**config.mk**
```make
export PLATFORM = sky130hd
export DESIGN_NAME = rsb_status
export DESIGN_NICKNAME = d
export VERILOG_FILES = /design/src/rsb_pkg.sv /design/src/rsb_status.sv
export SDC_FILE = /design/constraint.sdc
export NUM_CORES = 1
export LEC_CHECK = 0
export CAP_MARGIN = 40
export CORE_MARGIN = 2
export CORE_UTILIZATION = 50
export CTS_CLUSTER_DIAMETER = 80
export DETAILED_ROUTE_END_ITERATION = 8
export DONT_BUFFER_PORTS = 1
export PLACE_DENSITY_LB_ADDON = 0.12
export REMOVE_ABC_BUFFERS = 1
export SYNTH_ARGS = -nofsm -noshare
export SYNTH_HDL_FRONTEND = slang
export SYNTH_SLANG_ARGS = --single-unit
```
**constraint.sdc**
```tcl
create_clock -name clk -period 1.9 [get_ports clk]
set_input_delay 0.19 -clock clk [delete_from_list [all_inputs] [get_ports clk]]
set_output_delay 0.19 -clock clk [all_outputs]
set_load 0.05 [all_outputs]
```
**src/rsb_pkg.sv**
```systemverilog
// Package for the result status byte builder
package rsb_pkg;
    // ------------------------------------------------------------
    // Register access
    // ------------------------------------------------------------
    localparam logic [2:0] data_port_offset = 3'h5;
    localparam logic [1:0] sel_zero = 2'h0;
    localparam logic [1:0] sel_one = 2'h1;
    localparam logic [1:0] sel_two = 2'h2;
    localparam logic [1:0] sel_three = 2'h3;
    // ------------------------------------------------------------
    // Field positions
    // ------------------------------------------------------------
    localparam int zero_head_bit = 2;
    localparam int zero_equip_bit = 4;
    localparam int zero_seek_bit = 5;
    localparam int one_addr_mark_bit = 0;
    localparam int one_wprot_bit = 1;
    localparam int one_missing_bit = 2;
    localparam int one_overrun_bit = 4;
    localparam int one_crc_bit = 5;
    localparam int one_eot_bit = 7;
    localparam int two_am_loc_bit = 0;
    localparam int two_bad_trk_bit = 1;
    localparam int two_scan_ns_bit = 2;
    localparam int two_scan_eq_bit = 3;
    localparam int two_wrong_trk_bit = 4;
    localparam int two_crc_data_bit = 5;
    localparam int two_ctrl_mark_bit = 6;
    localparam int three_track_zero_bit = 4;
    localparam int three_wprot_bit = 6;
    // ------------------------------------------------------------
    // Codes and reset values
    // ------------------------------------------------------------
    localparam logic [1:0] ic_normal = 2'h0;
    localparam logic [1:0] ic_abnormal = 2'h1;
    localparam logic [1:0] ic_invalid = 2'h2;
    localparam logic [1:0] ic_ready_change = 2'h3;
    localparam logic [7:0] three_fixed_ones = 8'h28;
    localparam logic [7:0] byte_reset = 8'h00;
    localparam logic [7:0] bad_track_number = 8'hff;
    // ------------------------------------------------------------
    // Termination events from the execution engine
    // ------------------------------------------------------------
    typedef enum logic [1:0]
    {
        rsb_end_normal,
        rsb_end_abnormal,
        rsb_end_invalid
    } rsb_end_e;
endpackage

```
**src/rsb_status.sv**
```systemverilog
// Result phase status byte builder and data port read mux
`timescale 1ns/1ns
`default_nettype none
// How it works
// Result bytes read via data port 05h
// Result bytes readable only in result phase
// Byte zero bits 1,0 hold drive
// Byte zero bit 2 latches head side
// Unused bits of bytes zero-two read 0
// Equipment check when recalibrate misses track zero
// Seek end set after seek or recalibrate
// Bits 7,6 hold interrupt reason code
// Ready-change code only after reset
// Missing address mark flag on reads
// Write protect flag on write, format
// Missing data flag, two causes
// Overrun or underrun flag
// CRC flag plus data-or-address location
// End of track without terminal count
// Address mark location bit
// Bad track when recorded track FFh
// Scan not satisfied flag
// Scan equal found flag
// Wrong track flag
// Control mark flag on mark mismatch
// Byte three drive from command phase
// Byte three track zero live input
// Byte three write protect active low
// Byte three bits 3,5 read 1
// New command clears condition flags
module rsb_status
(
    input wire logic clk,
    input wire logic reset,
    input wire logic soft_reset,
    input wire logic [2:0] host_addr,
    input wire logic host_rd,
    input wire logic result_phase,
    input wire logic [1:0] result_sel,
    input wire logic cmd_start,
    input wire logic cmd_phase_end,
    input wire logic exec_end,
    input wire logic [1:0] end_kind,
    input wire logic [1:0] drive_sel,
    input wire logic head_side_select,
    input wire logic poll_ready_change,
    input wire logic seek_done,
    input wire logic recal_done,
    input wire logic track_zero_seen,
    input wire logic ev_addr_mark_missing,
    input wire logic ev_am_in_data_field,
    input wire logic is_write_cmd,
    input wire logic ev_sector_not_found,
    input wire logic [7:0] recorded_track,
    input wire logic [7:0] command_track,
    input wire logic ev_missing_data,
    input wire logic ev_overrun,
    input wire logic ev_crc_error,
    input wire logic ev_crc_in_data,
    input wire logic ev_last_byte_eot,
    input wire logic terminal_count,
    input wire logic ev_scan_result,
    input wire logic scan_cond_met,
    input wire logic ev_scan_equal,
    input wire logic ev_control_mark,
    input wire logic track_zero_input_n,
    input wire logic write_protect_n,
    output logic [7:0] rd_data,
    output logic rd_data_valid
);
    // ------------------------------------------------------------
    // State
    // ------------------------------------------------------------
    typedef struct packed
    {
        logic [7:0] zero;
        logic [7:0] one;
        logic [7:0] two;
        logic [1:0] drive3;
        logic head3;
        logic reset_seen;
        logic [2:0] tz_sync;
        logic [2:0] wp_sync;
        logic tz;
        logic wp;
        logic [7:0] rd_data;
        logic rd_data_valid;
    } rsb_state_s;

    rsb_state_s st_ff;
    rsb_state_s nxt_st;

    // Pin filter: accept change once stages two and three agree
    function automatic logic filt(input logic [2:0] s, input logic old);
        filt = (s[1] == s[2]) ? s[2] : old;
    endfunction

    always_comb
    begin
        nxt_st = st_ff;
        nxt_st.tz_sync = {st_ff.tz_sync[1:0], ~track_zero_input_n};
        nxt_st.wp_sync = {st_ff.wp_sync[1:0], ~write_protect_n};
        nxt_st.tz = filt(st_ff.tz_sync, st_ff.tz);
        nxt_st.wp = filt(st_ff.wp_sync, st_ff.wp);
        if (soft_reset)
        begin
            nxt_st.reset_seen = 1'b1;
        end
        // ------------------------------------------------------------
        // Command start
        // ------------------------------------------------------------
        // fresh flags
        if (cmd_start)
        begin
            nxt_st.zero = rsb_pkg::byte_reset;
            nxt_st.one = rsb_pkg::byte_reset;
            nxt_st.two = rsb_pkg::byte_reset;
        end
        // drive at command end
        if (cmd_phase_end)
        begin
            nxt_st.drive3 = drive_sel;
            nxt_st.head3 = head_side_select;
        end
        // ------------------------------------------------------------
        // Execution events; sets beat the start clear
        // ------------------------------------------------------------
        // address mark missing
        if (ev_addr_mark_missing)
        begin
            nxt_st.one[rsb_pkg::one_addr_mark_bit] = 1'b1;
            // mark location
            nxt_st.two[rsb_pkg::two_am_loc_bit] = ev_am_in_data_field;
        end
        // write protect sample
        if (is_write_cmd && cmd_phase_end)
        begin
            nxt_st.one[rsb_pkg::one_wprot_bit] = st_ff.wp;
        end
        // missing data
        if (ev_missing_data || ev_sector_not_found)
        begin
            nxt_st.one[rsb_pkg::one_missing_bit] = 1'b1;
        end
        // wrong track
        if (ev_sector_not_found && recorded_track != command_track)
        begin
            nxt_st.two[rsb_pkg::two_wrong_trk_bit] = 1'b1;
            // bad track marker
            if (recorded_track == rsb_pkg::bad_track_number)
            begin
                nxt_st.two[rsb_pkg::two_bad_trk_bit] = 1'b1;
            end
        end
        // late host service
        if (ev_overrun)
        begin
            nxt_st.one[rsb_pkg::one_overrun_bit] = 1'b1;
        end
        // crc and where
        if (ev_crc_error)
        begin
            nxt_st.one[rsb_pkg::one_crc_bit] = 1'b1;
            nxt_st.two[rsb_pkg::two_crc_data_bit] = ev_crc_in_data;
        end
        // end of track
        if (ev_last_byte_eot && !terminal_count)
        begin
            nxt_st.one[rsb_pkg::one_eot_bit] = 1'b1;
        end
        // scan condition
        if (ev_scan_result)
        begin
            nxt_st.two[rsb_pkg::two_scan_ns_bit] = ~scan_cond_met;
        end
        // scan equal
        if (ev_scan_equal)
        begin
            nxt_st.two[rsb_pkg::two_scan_eq_bit] = 1'b1;
        end
        // control mark
        if (ev_control_mark)
        begin
            nxt_st.two[rsb_pkg::two_ctrl_mark_bit] = 1'b1;
        end
        // seek end
        if (seek_done || recal_done)
        begin
            nxt_st.zero[rsb_pkg::zero_seek_bit] = 1'b1;
        end
        // equipment check
        if (recal_done)
        begin
            nxt_st.zero[rsb_pkg::zero_equip_bit] = ~track_zero_seen;
        end
        // ------------------------------------------------------------
        // Execution end: drive, head, reason
        // ------------------------------------------------------------
        if (exec_end)
        begin
            // drive field
            nxt_st.zero[1:0] = drive_sel;
            // head latch
            nxt_st.zero[rsb_pkg::zero_head_bit] = head_side_select;
            // reason code
            unique case (end_kind)
                rsb_pkg::rsb_end_abnormal: nxt_st.zero[7:6] = rsb_pkg::ic_abnormal;
                rsb_pkg::rsb_end_invalid: nxt_st.zero[7:6] = rsb_pkg::ic_invalid;
                default: nxt_st.zero[7:6] = rsb_pkg::ic_normal;
            endcase
        end
        // polling code gated by reset history
        if (poll_ready_change && st_ff.reset_seen)
        begin
            nxt_st.zero[7:6] = rsb_pkg::ic_ready_change;
            nxt_st.reset_seen = 1'b0;
        end
        // unused bits forced low
        nxt_st.zero[3] = 1'b0;
        nxt_st.one[3] = 1'b0;
        nxt_st.one[6] = 1'b0;
        nxt_st.two[7] = 1'b0;
        // ------------------------------------------------------------
        // Data port read
        // ------------------------------------------------------------
        nxt_st.rd_data = rsb_pkg::byte_reset;
        nxt_st.rd_data_valid = 1'b0;
        // data port decode
        // result phase only
        if (host_rd && host_addr == rsb_pkg::data_port_offset && result_phase)
        begin
            nxt_st.rd_data_valid = 1'b1;
            unique case (result_sel)
                rsb_pkg::sel_zero: nxt_st.rd_data = st_ff.zero;
                rsb_pkg::sel_one: nxt_st.rd_data = st_ff.one;
                rsb_pkg::sel_two: nxt_st.rd_data = st_ff.two;
                rsb_pkg::sel_three:
                begin
                    // fixed ones
                    nxt_st.rd_data = rsb_pkg::three_fixed_ones;
                    // drive field
                    nxt_st.rd_data[1:0] = st_ff.drive3;
                    nxt_st.rd_data[rsb_pkg::zero_head_bit] = st_ff.head3;
                    // track zero
                    nxt_st.rd_data[rsb_pkg::three_track_zero_bit] = st_ff.tz;
                    // write protect
                    nxt_st.rd_data[rsb_pkg::three_wprot_bit] = st_ff.wp;
                end
            endcase
        end
    end

    // Hardware reset also arms the ready-change report
    always_ff @(posedge clk or posedge reset)
    begin
        if (reset)
        begin
            st_ff <= '0;
            st_ff.reset_seen <= 1'b1;
        end
        else
        begin
            st_ff <= nxt_st;
        end
    end

    assign rd_data = st_ff.rd_data;
    assign rd_data_valid = st_ff.rd_data_valid;
endmodule // rsb_status
`default_nettype wire

```
==> results.py, run 1 <==
metrics = {
    "placed_design": {
        "gp_congestion": 0.766,
        "dp_hpwl_um": 2330,
        "place_inst": 178,
        "portBuffers": 0,
    },
    "min_path": {
        "hold_class": "input port to register",
    },
    "power": {
        "power_density_nw_per_um2": 737,
        "p_sw_mw": 0.380,
        "peakVddDrop_uv": 483,
        "p_clk_share_pct": 26.3,
        "power_frac_seq_pct": 61.0,
        "switching_share_pct": 24.2,
        "p_total_mw": 1.57,
        "power_frac_comb_pct": 12.7,
        "internal-power_mw": 1.19,
        "cellLeakagePower_nw": 0.942,
    },
    "setup_path": {
        "worstPathRequired_ns": 2.19,
        "rr_worst_depth": 3,
        "crit_start": "exec_end",
        "r2r_start": "st_ff[17]",
        "worstSetupEndpointType": "register",
        "r2r_end": "st_ff[44]",
        "cp_common_cell": "dlygate4sd3_1",
        "criticalPathCategory": "input port to register",
        "crit_path_start_kind": "input port",
        "endpoint": "st_ff[44]",
        "reg2reg_slack_ns": 0.56,
        "crit_slowest_cell": "dlygate4sd3_1",
        "crit_path_cell_trace": "dlygate4sd3_1 -> nand2_1 -> o211ai_1 -> dlygate4sd3_1",
        "crit_fanout": 7,
        "worstPathArrival_ns": 1.69,
        "critPathMaxStageDelay_ns": 0.68,
    },
    "global_routing": {
        "grt_start_max_net_pins": 42,
        "overflow": 0,
        "grt_util_met3_pct": 7.50,
        "antenna_found_initial": 0,
        "grt.met2_usage_pct": 35.4,
        "grt_pass1_wl_um": 6070,
        "grt.total_usage_pct": 20.3,
        "grtUsageMet1_pct": 23.7,
        "grt_pass1_vias": 1314,
        "grt_busiest_layer": "met2",
    },
    "clock_tree": {
        "cts_root_buf": "clkbuf_4",
        "post_cts_buffers": 0,
        "htreeDepth": 2,
        "worstSkewPairLatency_ns": 0.35,
        "ctsLongestPathBuffers": 2,
        "numCtsBuffers": 5,
        "clock-sinks": 41,
        "cts_hold_buf": 34,
        "clk_pin_slew_ns": 0.11,
        "postCtsResizedCells": 0,
        "cts_tree": "built",
    },
    "timing": {
        "rsz0062_at_grt": "no",
        "finalHoldViolCount": 0,
        "tightestPinTransition_ns": 0.493,
        "max_freq_mhz": 715,
        "slew_viol_final": 0,
        "fin_crit_ns": 1.40,
        "slew_headroom_pct": 67.1,
        "setup_viol": 0,
        "timing.final.crit_share_pct": 73.6,
        "setup_tns_ns": 0,
        "fin_skew_ns": 0.00788,
    },
    "finish": {
        "final_cells": 221,
        "layout.nets": 228,
        "areaGrowthSynthToFinish_pct": 21.4,
        "antenna-diode-count": 0,
        "final_common_cell": "dfrtp_1",
        "final_cell_mix": "dfrtp_1 (40), dlygate4sd3_1 (35), nand2_1 (11)",
        "drive_gt1_share_pct": 9.71,
        "fin_util_pct": 63.5,
    },
    "synthesis": {
        "synth_top_area_cell": "dfrtp_1",
        "syn_area_per_cell_um2": 12.2,
        "ys_warn_count": 0,
        "async_flop_share_pct": 100,
        "synth_flop_cell": "dfrtp_1",
        "ys_seq_area_share_pct": 58.4,
        "synthTopCellsByArea": "dfrtp_1 (57%), mux4_2 (5.1%), xnor2_1 (4.0%), mux2i_1 (3.4%), buf_4 (3.4%)",
        "synth_edf_count": 0,
        "ys_types": 30,
        "syn_area_um2": 1760,
        "netlist.area_leader.share_pct": 56.9,
        "synth_seq_cells": 41,
        "synth_cells": 144,
    },
    "drt": {
        "viasPerCell": 5.27,
        "avgRoutedWirePerCell_um": 16.4,
        "vias": 1164,
        "drt-total-wl_um": 3630,
        "drc": 0,
        "ant_nets": 0,
        "dr.first_iter.drc_count": 49,
        "dr.pass1.iters": 4,
    },
    "floorplan": {
        "row_count": 21,
        "boundaryPins": 63,
        "initial_core_util_pct": 52.3,
        "die_y_um": 63.3,
        "core_um2": 3360,
        "die_area_um2": 4010,
        "die_w_um": 63.3,
    },
    "run_status": {
        "status": "complete, no violations",
    },
    "run": {
        "drv_cap": 0,
    },
}
[how the worst min path moves through the flow]
stage	end	startpoint	cells after the start
floorplan	st_ff[17]	poll_ready_change	1
global placement	rd_data[5]	reset	2
detailed placement	rd_data[5]	reset	2
CTS	st_ff[22]	recorded_track[1]	2
global route	st_ff[22]	recorded_track[5]	2
finish	st_ff[36]	terminal_count	2
[power by group through the flow]
stage                     logic [mW]  clock network (mW)  registers, mW
final                          0.200               0.414          0.960
after global routing           0.222               0.473          0.966
after CTS                      0.199               0.430          0.960
after detailed placement       0.130                   0          0.976
after global placement         0.127                   0          0.974
after floorplan                0.109                   0          0.968
[Yosys cell counts, types with 3 or more instances]
cell type and number:
nand4_1 5, nor2b_1 5, inv_1 10, mux2_2 3, o21ai_0 9, xnor2_1 8, nor2_1 5, buf_2 3
mux2i_1 6, nand2b_1 5, buf_4 8, a21o_1 5, nand2_1 11, dfrtp_1 40, mux4_2 4
[final cells by class]
class                   count  area (um^2)
inverters                  10         37.5
well taps                  46         57.6
clock buffers               6         41.3
multi-input cells          80          603
clock inverters             2         10.0
flip-flops and latches     41         1030
repair buffers             36          358
fillers                   290         1230
[flip-flops by register name, indices dropped and copies added, names as in the netlist]
register       flops
nxt_st             4
rd_data            8
rd_data_valid      1
st_ff             28
[critical path: cells and delay by family]
kind | cells | cell delay, ns
compound gates | 1 | 0.17
buf+inv | 2 | 1.25
simple gates | 1 | 0.08
[per-layer routing]
metal / up-vias / part of all wire, %
met2: 48 / 51
met3: 3 / 6.0
met5: - / 0
met4: 0 / 0.80
met1: 573 / 43
li1: 540 / -
[cells by family after synthesis]
group | count (synthesis) | share of synthesized area [%]
flip-flops | 41 | 58.4
AND/OR/NAND/NOR | 34 | 9.82
AO/OA/AOI/OAI | 23 | 8.90
buffers and inverters | 23 | 7.26
multiplexers | 13 | 10.5
XOR/XNOR | 8 | 3.99
adder cells (fa/ha/maj) | 2 | 1.14
[per-stage QoR]
step	hold WS, ns	worst slack (ns)	instance area (um^2)
finish	0.0124	0.502	2130
global route	0.00632	0.446	2130
CTS	0.000598	0.538	2120
detailed placement	0.238	0.777	1730
global placement	0.231	0.779	1730
floorplan	0.248	0.766	1670
(Power assumes the default switching activity.)
==> inputs of run 2 (changes only) <==
Clock period 1.9 ns to 1.3 ns, I/O delays scaled along.
==> run 2 against run 1 <==
Via count grew 2.3%. Core utilization grew 3.0 points. Register-to-register slack lost 0.52 ns. Global-route usage grew 0.25 points. Combinational power grew 55%. Sequential share of layout area shrank 2.2 points. Design area grew 4.7%. Non-clock buffer count grew 8. Highest routed layer unchanged. Flip-flop and latch count is the same. Power grew 47%. Clock power grew 47%. Count of clock-buffer cells in the layout is the same. Critical path type is now register to register.
==> results.py, run 2 (same netlist as run 1, synthesis figures left out) <==
metrics = {
    "timing": {
        "max_freq_mhz": 793,
        "setup_viol": 0,
        "slew_headroom_pct": 68.2,
        "rsz0062_at_grt": "no",
        "finalHoldViolCount": 0,
        "fin_skew_ns": 0.0165,
        "setup_tns_ns": 0,
        "fin_crit_ns": 1.26,
        "slew_viol_final": 0,
        "timing.final.crit_share_pct": 97.0,
        "tightestPinTransition_ns": 0.478,
    },
    "setup_path": {
        "crit_path_start_kind": "register",
        "worstPathArrival_ns": 1.51,
        "critical_path_buf_inv_count": 1,
        "crit_slowest_cell": "dlygate4sd3_1",
        "crit_fanout": 2,
        "critPathMaxStageDelay_ns": 0.55,
        "worstPathRequired_ns": 1.55,
        "crit_path_cell_trace": "a22o_1 -> dlygate4sd3_1",
        "crit_family": "buffers and inverters",
        "criticalPathCategory": "register to register",
        "worstSetupEndpointType": "register",
    },
    "floorplan": {
        "row_count": 21,
        "core_um2": 3360,
        "die_y_um": 63.3,
        "die_area_um2": 4010,
        "initial_core_util_pct": 52.3,
        "boundaryPins": 63,
        "die_w_um": 63.3,
    },
    "finish": {
        "seq_area_um2": 1030,
        "drive_gt1_share_pct": 10.4,
        "fin_area_um2": 2230,
        "regMostFlops": "st_ff",
        "final_common_cell": "dlygate4sd3_1",
        "areaGrowthSynthToFinish_pct": 27.1,
        "largest_register_ffs": 28,
        "multi_input_area_um2": 611,
        "final_cell_mix": "dlygate4sd3_1 (41), dfrtp_1 (40), nand2_1 (11)",
        "layout.nets": 236,
        "nFillCells": 275,
        "antenna-diode-count": 0,
    },
    "global_routing": {
        "grt_pass1_wl_um": 6230,
        "grt.total_usage_pct": 20.5,
        "grt_pass1_vias": 1365,
        "grt_start_max_net_pins": 42,
        "overflow": 0,
        "antenna_found_initial": 0,
    },
    "power": {
        "peakVddDrop_uv": 813,
        "cellLeakagePower_nw": 0.994,
        "switching_share_pct": 24.3,
        "power_frac_comb_pct": 13.4,
        "p_clk_share_pct": 26.2,
        "p_sw_mw": 0.564,
        "internal-power_mw": 1.76,
        "power_frac_seq_pct": 60.5,
        "power_density_nw_per_um2": 1040,
    },
    "drt": {
        "avgRoutedWirePerCell_um": 16.2,
        "vias": 1191,
        "ant_nets": 0,
        "drt-total-wl_um": 3700,
        "viasPerCell": 5.20,
        "dr.first_iter.drc_count": 21,
        "drc": 0,
        "dr.pass1.iters": 4,
    },
    "clock_tree": {
        "numCtsBuffers": 5,
        "worstSkewPairLatency_ns": 0.36,
        "ctsLongestPathBuffers": 2,
        "clk_pin_slew_ns": 0.13,
        "post_cts_buffers": 0,
        "cts_root_buf": "clkbuf_4",
        "htreeDepth": 2,
        "cts_tree": "built",
        "clock-sinks": 41,
    },
    "min_path": {
        "hold_class": "input port to register",
    },
    "placed_design": {
        "postPlaceCellArea_um2": 1750,
        "gp_congestion": 0.719,
        "portBuffers": 0,
        "dp_hpwl_um": 2320,
    },
    "run_status": {
        "status": "complete, no violations",
    },
    "run": {
        "drv_cap": 0,
    },
}
==> run 2: worst paths after layout <==
path	from	endpoint	slack, ns	cells past startpoint
min	cmd_phase_end	st_ff[30]	0.004	2
max in group asynchronous	reset	st_ff[17]	0.77	3
min reg2reg	nxt_st[15]	nxt_st[16]	0.36	0
max reg2reg	st_ff[36]	st_ff[36]	0.04	2
min in group asynchronous	reset	rd_data[0]	0.26	3
max	st_ff[36]	st_ff[36]	0.04	2
==> run 2: metrics by stage <==
stage	hold slack, ns	cells	setup slack (ns)	total power, mW	utilization, %
floorplan	0.188	131	0.226	1.57	-
global route	0.00114	229	0.00481	2.46	66.4
finish	0.00413	229	0.0389	2.32	66.4
detailed placement	0.0950	179	0.210	1.62	52.1
global placement	0.0952	179	0.225	1.61	52.1
CTS	0.000980	229	0.0288	2.34	66.1
==> run 2: area by class of cell <==
cell class | count | area share (%)
inverter | 10 | 1.68
sequential | 41 | 46.0
timing repair buffer | 44 | 20.2
multi-input combinational | 80 | 27.3
clock inverter | 2 | 0.448
clock buffer | 6 | 1.85
tap | 46 | 2.58
==> run 2: worst reg2reg max path, stage by stage, from the launching register on <==
cell	delay (ns)
dfrtp_1	0.40
a22o_1	0.20
dlygate4sd3_1	0.55
==> run 2: routing by layer <==
metal	part of all wire, %	wire, um	global-route usage (%)	vias to the layer above
met5	0	0	0	-
met2	49	1830	37.0	51
li1	-	-	-	559
met4	1.3	49	6.52	0
met1	43	1610	24.1	576
met3	5.8	216	4.82	5
==> run 2: power by group through the flow <==
stage	logic (mW)	clock network (mW)	registers (mW)
finish	0.310	0.607	1.40
CTS	0.310	0.628	1.40
floorplan	0.160	0	1.41
detailed placement	0.193	0	1.43
global placement	0.187	0	1.42
global route	0.343	0.699	1.41
==> run 2: timing repair <==
| item | CTS | global route |
|---|---|---|
| hold endpoints to repair | 71 | 0 |
| resized for setup | 0 | 2 |
| hold buffers | 42 | 0 |
| setup endpoints to repair | 0 | 2 |
==> inputs of run 3 (changes only) <==
Settings changed: REMOVE_ABC_BUFFERS 1 to unset.
==> run 3 against run 2 <==
Core utilization up 0.89 points. Clock skew down 0.012 ns. Count of clock-buffer cells in the layout unchanged. Highest routed layer unchanged. Critical endpoint unchanged. Global-route usage up 0.66 points. Register-to-register slack about the same. First-iteration DRC count up 130%. Die area unchanged. Power up 12%.
==> results.py, run 3 (same netlist as run 1, synthesis figures left out) <==
metrics = {
    "run_status": {
        "status": "complete, no violations",
    },
    "finish": {
        "final_cell_mix": "dlygate4sd3_1 (41), dfrtp_1 (40), nand2_1 (11)",
        "areaGrowthSynthToFinish_pct": 28.8,
        "final_common_cell": "dlygate4sd3_1",
        "regMostFlops": "st_ff",
        "largest_register_ffs": 28,
        "fin_area_um2": 2260,
        "layout.nets": 236,
        "nFillCells": 263,
        "final_cells": 229,
        "fin_util_pct": 67.3,
        "antenna-diode-count": 0,
        "drive_gt1_share_pct": 10.4,
    },
    "global_routing": {
        "grt.total_usage_pct": 21.2,
        "antenna_found_initial": 0,
        "grt_start_max_net_pins": 42,
        "overflow": 0,
        "grt_pass1_vias": 1345,
        "grt_pass1_wl_um": 6400,
    },
    "floorplan": {
        "die_area_um2": 4010,
        "die_y_um": 63.3,
        "row_count": 21,
        "boundaryPins": 63,
        "initial_core_util_pct": 52.3,
        "die_w_um": 63.3,
        "core_um2": 3360,
    },
    "power": {
        "peakVddDrop_uv": 856,
        "p_sw_mw": 0.580,
        "power_frac_comb_pct": 12.3,
        "switching_share_pct": 22.4,
        "power_frac_seq_pct": 54.2,
        "internal-power_mw": 2.01,
        "power_density_nw_per_um2": 1140,
        "cellLeakagePower_nw": 1.01,
        "p_clk_share_pct": 33.5,
    },
    "placed_design": {
        "postPlaceCellArea_um2": 1750,
        "portBuffers": 0,
        "place_inst": 179,
        "dp_hpwl_um": 2380,
        "gp_congestion": 0.758,
    },
    "setup_path": {
        "crit_fanout": 2,
        "worstPathArrival_ns": 1.50,
        "crit_path_start_kind": "register",
        "worstSetupEndpointType": "register",
        "criticalPathCategory": "register to register",
        "worstPathRequired_ns": 1.54,
    },
    "run": {
        "drv_cap": 0,
    },
    "clock_tree": {
        "ctsLongestPathBuffers": 2,
        "post_cts_buffers": 0,
        "worstSkewPairLatency_ns": 0.35,
        "clock-sinks": 41,
        "cts_tree": "built",
        "numCtsBuffers": 5,
        "clk_pin_slew_ns": 0.12,
        "cts_root_buf": "clkbuf_4",
        "htreeDepth": 2,
    },
    "timing": {
        "slew_headroom_pct": 68.9,
        "fin_crit_ns": 1.26,
        "tightestPinTransition_ns": 0.467,
        "max_freq_mhz": 793,
        "slew_viol_final": 0,
        "rsz0062_at_grt": "no",
        "setup_tns_ns": 0,
        "timing.final.crit_share_pct": 97.0,
        "fin_skew_ns": 0.00463,
        "setup_viol": 0,
        "finalHoldViolCount": 0,
    },
    "drt": {
        "drt-total-wl_um": 3800,
        "dr.pass1.iters": 4,
        "dr.first_iter.drc_count": 48,
        "vias": 1213,
        "avgRoutedWirePerCell_um": 16.6,
        "ant_nets": 0,
        "viasPerCell": 5.30,
        "drc": 0,
    },
    "min_path": {
        "hold_class": "input port to register",
    },
    "synthesis": {
        "syn_nets": 198,
    },
}
==> run 3: path summary, 6_finish.rpt <==
kind | from | to | slack, ns | cells past startpoint
worst max register to register | st_ff[36] | st_ff[36] | 0.04 | 2
worst min register to register | nxt_st[15] | nxt_st[16] | 0.36 | 0
max in group asynchronous | reset | st_ff[17] | 0.77 | 3
worst max-delay path | st_ff[36] | st_ff[36] | 0.04 | 2
min in group asynchronous | reset | st_ff[13] | 0.27 | 3
worst min-delay path | result_sel[0] | rd_data[5] | 0.01 | 3
==> run 3: repair_timing <==
item                                    in CTS  in global routing
endpoints found under the setup margin       0                  1
resized for setup                            0                  1
hold endpoints to repair                    71                  0
hold buffers                                42                  0
==> run 3: final cells by class <==
class                   instances  area [um^2]  area share (%)
clock inverters                 2         37.5            1.66
multi-input cells              80          603            26.6
well taps                      46         57.6            2.54
inverters                      10         37.5            1.66
repair buffers                 44          450            19.9
flip-flops and latches         41         1030            45.4
clock buffers                   6         51.3            2.27
==> run 3: through the flow <==
stage / hold WS [ns] / total power [mW] / worst slack (ns)
floorplan: 0.188 / 1.60 / 0.226
global placement: 0.0946 / 1.61 / 0.241
detailed placement: 0.0945 / 1.63 / 0.199
CTS: 0.00583 / 2.61 / 0.0259
global route: 0.00123 / 2.72 / 0.0133
finish: 0.0117 / 2.59 / 0.0386
==> run 3: metal layers <==
metal,routed length [um],part of all wire (%),global-route usage (%)
met5,0,0,0
met4,83,2.2,7.34
met3,260,6.8,6.96
met2,1940,51,37.6
met1,1520,40,23.8
==> run 3: power by group through the flow <==
stage | Sequential [mW] | Combinational, mW | Clock (mW)
final | 1.40 | 0.319 | 0.866
after CTS | 1.40 | 0.317 | 0.893
after global routing | 1.41 | 0.349 | 0.961
after detailed placement | 1.43 | 0.196 | 0
after floorplan | 1.41 | 0.192 | 0
after global placement | 1.42 | 0.189 | 0
==> run 3: worst max-delay path, cell delays in order (launching register included) <==
cell and delay (ns):
dfrtp_1 0.41, a22o_1 0.21, dlygate4sd3_1 0.55
